[src/stack_guard_regs.svh]
// constants for the stack limit and ram guard block
`ifndef STACK_GUARD_REGS_SVH
`define STACK_GUARD_REGS_SVH

`define SG_WORD_STEP      16'h0002
`define SG_UNDERFLOW_BASE 16'h0800
`define SG_SP_RESET       16'h0800
`define SG_ALIGN_MASK     16'hFFFE
`define SG_PC_HI_ZERO     8'h00

`endif

[src/stack_guard_pkg.sv]
// shared types for the stack limit and ram guard block
package stack_guard_pkg;
    typedef enum logic [1:0] {
        SP_OP_NONE,
        SP_OP_PUSH,
        SP_OP_POP,
        SP_OP_EA
    } sp_op_type;
endpackage

[src/ram_segment_guard.sv]
// ram segment guard: one protected data segment tied to one code segment
`timescale 1ns/1ps
`include "stack_guard_regs.svh"

module ram_segment_guard (
    // data access
    input  wire logic        acc_valid,
    input  wire logic [15:0] acc_addr,
    // segment window
    input  wire logic        seg_enable,
    input  wire logic [15:0] seg_start,
    input  wire logic [15:0] seg_end,
    // executing code
    input  wire logic        code_in_owner,
    // result
    output logic             acc_violation
);
    logic in_seg;

    always_comb begin
        in_seg        = (acc_addr >= seg_start) && (acc_addr <= seg_end);
        acc_violation = acc_valid && seg_enable && in_seg && !code_in_owner;
    end
endmodule // ram_segment_guard

[src/stack_limit_and_ram_guard.sv]
// stack pointer bookkeeping, limit checking and ram segment protection
//
// Functional notes
// - pointer holds first free word address; stack grows upward.
// - push writes at pointer then adds a word; pop decrements first, then reads.
// - call pushes program counter with upper part zero filled.
// - exception push places status low byte in upper part of pushed word.
// - stack limit register has no reset value; undefined until written.
// - limit bit zero always reads zero; writes to it ignored.
// - every pointer-based effective address compared with the limit.
// - push at pointer equal to limit succeeds; next push traps.
// - underflow trap when pointer address falls below fixed lower bound.
// - boot guarded ram reachable only from boot flash code when enabled.
// - secure guarded ram reachable only from secure flash code when enabled.
`timescale 1ns/1ps
`include "stack_guard_regs.svh"

module stack_limit_and_ram_guard (
    // clock and reset
    input  wire logic                       clk_sys,
    input  wire logic                       srst,
    // stack operation request from the core
    input  wire stack_guard_pkg::sp_op_type sp_op,
    input  wire logic                       sp_call_push,
    input  wire logic                       sp_exc_push,
    input  wire logic [22:0]                pc_value,
    input  wire logic [7:0]                 status_low_byte,
    input  wire logic [15:0]                ea_addr,
    // pointer and limit writes
    input  wire logic                       sp_wr,
    input  wire logic [15:0]                sp_wr_data,
    input  wire logic                       limit_wr,
    input  wire logic [15:0]                limit_wr_data,
    // ram segment protection
    input  wire logic                       data_acc_valid,
    input  wire logic [15:0]                data_acc_addr,
    input  wire logic                       boot_ram_prot_en,
    input  wire logic [15:0]                boot_ram_start,
    input  wire logic [15:0]                boot_ram_end,
    input  wire logic                       code_in_boot_flash,
    input  wire logic                       secure_ram_prot_en,
    input  wire logic [15:0]                secure_ram_start,
    input  wire logic [15:0]                secure_ram_end,
    input  wire logic                       code_in_secure_flash,
    // stack state and memory access
    output logic [15:0]                     stack_pointer_working_reg,
    output logic [15:0]                     stack_upper_bound_reg,
    output logic [15:0]                     stack_mem_addr,
    output logic [15:0]                     stack_push_data_lo,
    output logic [15:0]                     stack_push_data_hi,
    output logic                            stack_mem_wr,
    output logic                            stack_mem_rd,
    // traps
    output logic                            trap_overflow,
    output logic                            trap_underflow,
    output logic                            boot_ram_violation,
    output logic                            secure_ram_violation
);
    // ------------------------------------------------------------
    // state
    // ------------------------------------------------------------
    logic [15:0] sp_ff,    nxt_sp;
    logic [15:0] limit_ff, nxt_limit;
    logic [15:0] addr_ff,  nxt_addr;
    logic [15:0] lo_ff,    nxt_lo;
    logic [15:0] hi_ff,    nxt_hi;
    logic        wr_ff,    nxt_wr;
    logic        rd_ff,    nxt_rd;
    logic        ovf_ff,   nxt_ovf;
    logic        udf_ff,   nxt_udf;
    logic [15:0] check_addr;

    // address that the current pointer operation touches
    function automatic logic [15:0] op_addr(input stack_guard_pkg::sp_op_type op,
                                            input logic [15:0] sp, input logic [15:0] ea);
        case (op)
            stack_guard_pkg::SP_OP_PUSH: op_addr = sp;
            stack_guard_pkg::SP_OP_POP:  op_addr = sp - `SG_WORD_STEP;
            stack_guard_pkg::SP_OP_EA:   op_addr = ea;
            default:                     op_addr = sp;
        endcase
    endfunction

    always_comb begin
        nxt_sp     = sp_ff;
        nxt_limit  = limit_ff;
        nxt_addr   = addr_ff;
        nxt_lo     = lo_ff;
        nxt_hi     = hi_ff;
        nxt_wr     = 1'b0;
        nxt_rd     = 1'b0;
        nxt_ovf    = 1'b0;
        nxt_udf    = 1'b0;
        check_addr = op_addr(sp_op, sp_ff, ea_addr);
        if (limit_wr) begin
            nxt_limit = limit_wr_data & `SG_ALIGN_MASK;
        end
        if (sp_wr) begin
            nxt_sp = sp_wr_data & `SG_ALIGN_MASK;
        end else begin
            case (sp_op)
                stack_guard_pkg::SP_OP_PUSH: begin
                    nxt_addr = sp_ff;
                    nxt_wr   = 1'b1;
                    nxt_sp   = sp_ff + `SG_WORD_STEP;
                    nxt_lo   = pc_value[15:0];
                    if (sp_exc_push) begin
                        nxt_hi = {status_low_byte, 1'b0, pc_value[22:16]};
                    end else if (sp_call_push) begin
                        nxt_hi = {`SG_PC_HI_ZERO, 1'b0, pc_value[22:16]};
                    end else begin
                        nxt_hi = 16'h0000;
                    end
                end
                stack_guard_pkg::SP_OP_POP: begin
                    nxt_sp   = sp_ff - `SG_WORD_STEP;
                    nxt_addr = sp_ff - `SG_WORD_STEP;
                    nxt_rd   = 1'b1;
                end
                stack_guard_pkg::SP_OP_EA: begin
                    nxt_addr = ea_addr;
                    nxt_rd   = 1'b1;
                end
                default: begin
                    nxt_addr = addr_ff;
                end
            endcase
            if (sp_op != stack_guard_pkg::SP_OP_NONE) begin
                // a push at sp equal to limit still fits; only beyond it traps
                // a pop from a pointer below one word would wrap to the top; call it underflow
                nxt_udf = (check_addr < `SG_UNDERFLOW_BASE) ||
                          ((sp_op == stack_guard_pkg::SP_OP_POP) && (sp_ff < `SG_WORD_STEP));
                nxt_ovf = (check_addr > limit_ff) && !nxt_udf;
            end
            // a trapped access is not carried out
            if (nxt_ovf || nxt_udf) begin
                nxt_wr = 1'b0;
                nxt_rd = 1'b0;
                nxt_sp = sp_ff;
            end
        end
    end

    // limit has no reset on purpose: software must load it
    always_ff @(posedge clk_sys) begin
        limit_ff <= nxt_limit;
        addr_ff  <= nxt_addr;
        lo_ff    <= nxt_lo;
        hi_ff    <= nxt_hi;
    end

    always_ff @(posedge clk_sys) begin
        if (srst) begin
            sp_ff  <= `SG_SP_RESET;
            wr_ff  <= 1'b0;
            rd_ff  <= 1'b0;
            ovf_ff <= 1'b0;
            udf_ff <= 1'b0;
        end else begin
            sp_ff  <= nxt_sp;
            wr_ff  <= nxt_wr;
            rd_ff  <= nxt_rd;
            ovf_ff <= nxt_ovf;
            udf_ff <= nxt_udf;
        end
    end

    // ------------------------------------------------------------
    // ram segment protection
    // ------------------------------------------------------------
    ram_segment_guard u_boot_guard (
        .acc_valid     (data_acc_valid),
        .acc_addr      (data_acc_addr),
        .seg_enable    (boot_ram_prot_en),
        .seg_start     (boot_ram_start),
        .seg_end       (boot_ram_end),
        .code_in_owner (code_in_boot_flash),
        .acc_violation (boot_ram_violation)
    );

    ram_segment_guard u_secure_guard (
        .acc_valid     (data_acc_valid),
        .acc_addr      (data_acc_addr),
        .seg_enable    (secure_ram_prot_en),
        .seg_start     (secure_ram_start),
        .seg_end       (secure_ram_end),
        .code_in_owner (code_in_secure_flash),
        .acc_violation (secure_ram_violation)
    );

    assign stack_pointer_working_reg = sp_ff;
    assign stack_upper_bound_reg     = limit_ff;
    assign stack_mem_addr            = addr_ff;
    assign stack_push_data_lo        = lo_ff;
    assign stack_push_data_hi        = hi_ff;
    assign stack_mem_wr              = wr_ff;
    assign stack_mem_rd              = rd_ff;
    assign trap_overflow             = ovf_ff;
    assign trap_underflow            = udf_ff;
endmodule // stack_limit_and_ram_guard

[config.mk]
export PLATFORM = sky130hd
export DESIGN_NAME = stack_limit_and_ram_guard
export DESIGN_NICKNAME = d
export VERILOG_FILES = /design/src/stack_guard_pkg.sv /design/src/ram_segment_guard.sv /design/src/stack_limit_and_ram_guard.sv
export VERILOG_INCLUDE_DIRS = /design/src
export SDC_FILE = /design/constraint.sdc
export NUM_CORES = 1
export LEC_CHECK = 0
export BUFFER_PORTS_ARGS = -buffer_cell sky130_fd_sc_hd__buf_2
export CAP_MARGIN = 20
export CORE_MARGIN = 2
export CORE_UTILIZATION = 35
export CTS_CLUSTER_DIAMETER = 120
export DETAILED_ROUTE_END_ITERATION = 7
export GPL_ROUTABILITY_DRIVEN = 1
export PLACE_DENSITY = 0.65
export SYNTH_ARGS = -nofsm -noshare
export SYNTH_HDL_FRONTEND = slang
export SYNTH_SLANG_ARGS = --single-unit
[constraint.sdc]
create_clock -name clk_sys -period 6.3 [get_ports clk_sys]
set_input_delay 1.575 -clock clk_sys [delete_from_list [all_inputs] [get_ports clk_sys]]
set_output_delay 1.575 -clock clk_sys [all_outputs]
set_load 0.005 [all_outputs]
==> out/results.md <==
| Result | Value | Unit |
| --- | --- | --- |
| Clock transition at the registers of the reported paths | 0.06 | ns |
| Number of port buffers | 252 | - |
| Buffer depth of the longest clock path | 2 | - |
| Overall die height | 135.4 | um |
| Number of buffers added by the clock tree synthesis step | 9 | - |
| Setup TNS after final layout | 0 | ns |
| Final wirelength | 17570 | um |
| Final hold violations | 0 | - |
| Power consumption | 1545 | uW |
| Total routing resource utilization after global routing | 18.89 | % |
| Worst min-delay path category | reg2reg | - |
| Cell count after synthesis | 650 | - |
| DPL Wire Length | 14520 | um |
| FF+latch count, synth | 81 | - |
| Number of buffers inserted to repair setup after CTS | 0 | - |
| # placed instances | 1103 | - |
| CP Data Arrival Time | 3.64 | ns |
| Area share of the largest cell type after synthesis | 30.79 | % |
| Hold_buf cts | 0 | - |
| Most instantiated cells after synthesis | inv_1 (84), ha_1 (80), edfxtp_1 (62) | - |
| Number of enable-type register cells in the synthesized netlist | 62 | - |
| Width of the die | 135.4 | um |
| Global-route wire length before repair | 27190 | um |
| Internal power contribution | 1066 | uW |
| Startpoint type of the worst setup path | input pin | - |
| Post-CTS Resized | 0 | - |
| Final setup violating endpoints | 0 | - |
| Count of max-cap constraint violations | 0 | - |
| Count of non-filler cells in the finished layout | 1120 | - |
| Status | finished, final reports clean | - |
| Cell type with the highest aggregate area in the netlist | edfxtp_1 | - |
| Unrepaired setup endpoints after global routing | no | - |
| Starting density of the core | 35.33 | % |
| Top achievable clock speed | 191.6 | MHz |
| Clock H-tree levels | 3 | - |
| Total count of max-transition violations in the final report | 0 | - |
| Number of different library cells in the post-synthesis netlist | 73 | - |
| TritonCTS clock tree | built | - |
| Number of top-level pins | 258 | - |
| Power density cells | 198.1 | mW/mm2 |
| Sequential group share of total power | 42.1 | % |
| Core region area | 0.01712 | mm2 |
| Number of antenna violations at the first check in global routing | 1 | - |
| Data required time at the worst endpoint | 4.72 | ns |
| Cell types with the largest area share after synthesis | edfxtp_1 (31%), ha_1 (17%), dfxtp_1 (6.3%), inv_1 (5.2%), o21ai_0 (3.3%) | - |
| Slew at the pin closest to its max-slew limit | 0.7320 | ns |
| Crit end category | output port | - |
| Vias in the first global route | 5465 | - |
| Cell chosen for the clock root | clkbuf_16 | - |
| Vias per std cell | 5.055 | - |
| Sinks on the clock net | 81 | - |
| Clk_lat worst skew | 0.35 | ns |
| VDD IR-drop max | 0.0001044 | V |
| Layout cells sized above 1 | 33.00 | % |
| Mapped cell area | 0.006047 | mm2 |
| Critical Setup Path Class | in2out | - |
| Drt first pass iters | 4 | - |
| Peak fanout along the critical path | 4 | - |
| Final nets | 1141 | - |
| Synthesis Warnings | 0 | - |
| Post-layout utilization of the core | 45.56 | % |
| Sequential area share after synthesis | 37.08 | % |
| Post-Route Hold Slack | 0.7008 | ns |
| Leakage power | 0.003702 | uW |
| Slew HR | 51.14 | % |
| Clock power frac | 33.5 | % |
| Share of the cycle needed by the critical path after routing | 82.85 | % |
| Clock Skew | 0.008530 | ns |
| Post-synthesis to final-layout area growth | 28.95 | % |
| Ys async rst share | 0 | % |
| DIE AREA | 0.01835 | mm2 |
| Switching fraction of total power | 30.99 | % |
| Via count of the routed design | 5662 | - |
| Antenna violation net count after detailed routing | 0 | - |
| Detailed Route Iter0 Violations | 336 | - |
| Largest net degree at the start of global routing | 45 | - |
| Avg Inst Size Synth | 9.303 | um2 |
| GR Overflow Total | 0 | - |
| Clock period minus final worst setup slack | 5.219 | ns |
| Placer congestion estimate | 0.8762 | - |
| Net Switching | 478.7 | uW |
| Fraction of power consumed by combinational cells | 24.4 | % |
| DRC violations left | 0 | - |
| Dominant cell by count in the synthesized netlist | inv_1 | - |
| Post-detailed-route wirelength per cell | 15.69 | um |
| Post-synth top flop | edfxtp_1 | - |
| Std-Cell Rows | 48 | - |
[routing by layer]
metal  global-route usage (%)  wire (um)
met5                        0          0
met2                    34.07       8645
met4                    5.729        275
met3                    4.751       1420
met1                    22.05       7227
[path summary, 6_finish.rpt]
check / from / endpoint / slack (ns) / depth (start not counted)
worst max register to register: stack_pointer_working_reg[3] / stack_pointer_working_reg[2] / 1.75 / 15
worst min register to register: stack_pointer_working_reg[2] / stack_pointer_working_reg[2] / 0.70 / 2
worst min-delay path: stack_pointer_working_reg[2] / stack_pointer_working_reg[2] / 0.70 / 2
worst max-delay path: data_acc_addr[9] / boot_ram_violation / 1.08 / 11
[cell usage in the layout (no fill, tap or decap), types with 3 or more instances in the layout]
cell type  instances
inv_1             84
nand3_1           11
and4_1             3
a21oi_1           26
o211ai_1           3
edfxtp_1          62
o21a_1             6
nor4_1             5
o21ai_0           40
buf_2            252
a22oi_1            9
a22o_1             3
xnor2_1           11
nor2b_1           17
nand2b_1           8
a31oi_1            4
and3_1             6
nor2_1            51
and2_1            10
a211oi_1          21
conb_1             3
a21o_1            10
nand3b_1           4
dfxtp_1           19
nor3_1            19
ha_1              80
nand4_1           14
o2111ai_1          3
inv_8              3
nand2_1           37
a221oi_1           3
clkbuf_16          9
a2111oi_0          3
buf_4              5
[logic make-up (layout without fill, tap and decap cells)]
family          after synthesis  count (layout)  share of synthesized area, %
simple gates                201             201                         18.02
compound gates              155             155                         17.86
fa+ha+maj                    80              80                         16.55
buf+inv                     115             357                         7.552
flops                        81              81                         37.08
other cells                   1               4                       0.06201
mux                           5               5                         1.138
xor+xnor                     12              12                         1.738
[power groups by stage]
stage	Combinational, uW	Clock, uW	Sequential [uW]
finish	377	517	650
global placement	372	0	661
detailed placement	378	0	662
CTS	381	530	650
floorplan	231	0	647
global route	429	551	655
[final cells by class]
cell class	count	area (um2)
fillers	1746	9319
multi-input cells	456	3358
flip-flops and latches	81	2242
repair buffers	257	1299
inverters	84	315.3
well taps	225	281.5
clock buffers	9	225.2
clock inverters	7	73.82
diodes	1	2.502
[critical path, cell delays in order]
cell	delay, ns
buf_2	0.13
ha_1	0.31
a21o_1	0.18
a21o_1	0.19
a21o_1	0.17
a21oi_1	0.16
nor2b_1	0.06
o21ai_0	0.19
o211ai_1	0.12
a2111oi_0	0.38
buf_2	0.18
[per-stage QoR]
| step | setup slack, ns | area [um2] |
|---|---|---|
| after global routing | 0.8406 | 7795 |
| after global placement | 1.064 | 7496 |
| after floorplan | 1.516 | 6055 |
| after detailed placement | 1.040 | 7496 |
| final | 1.081 | 7797 |
| after CTS | 1.022 | 7795 |
Note: power is estimated with default switching activity, not from simulation.
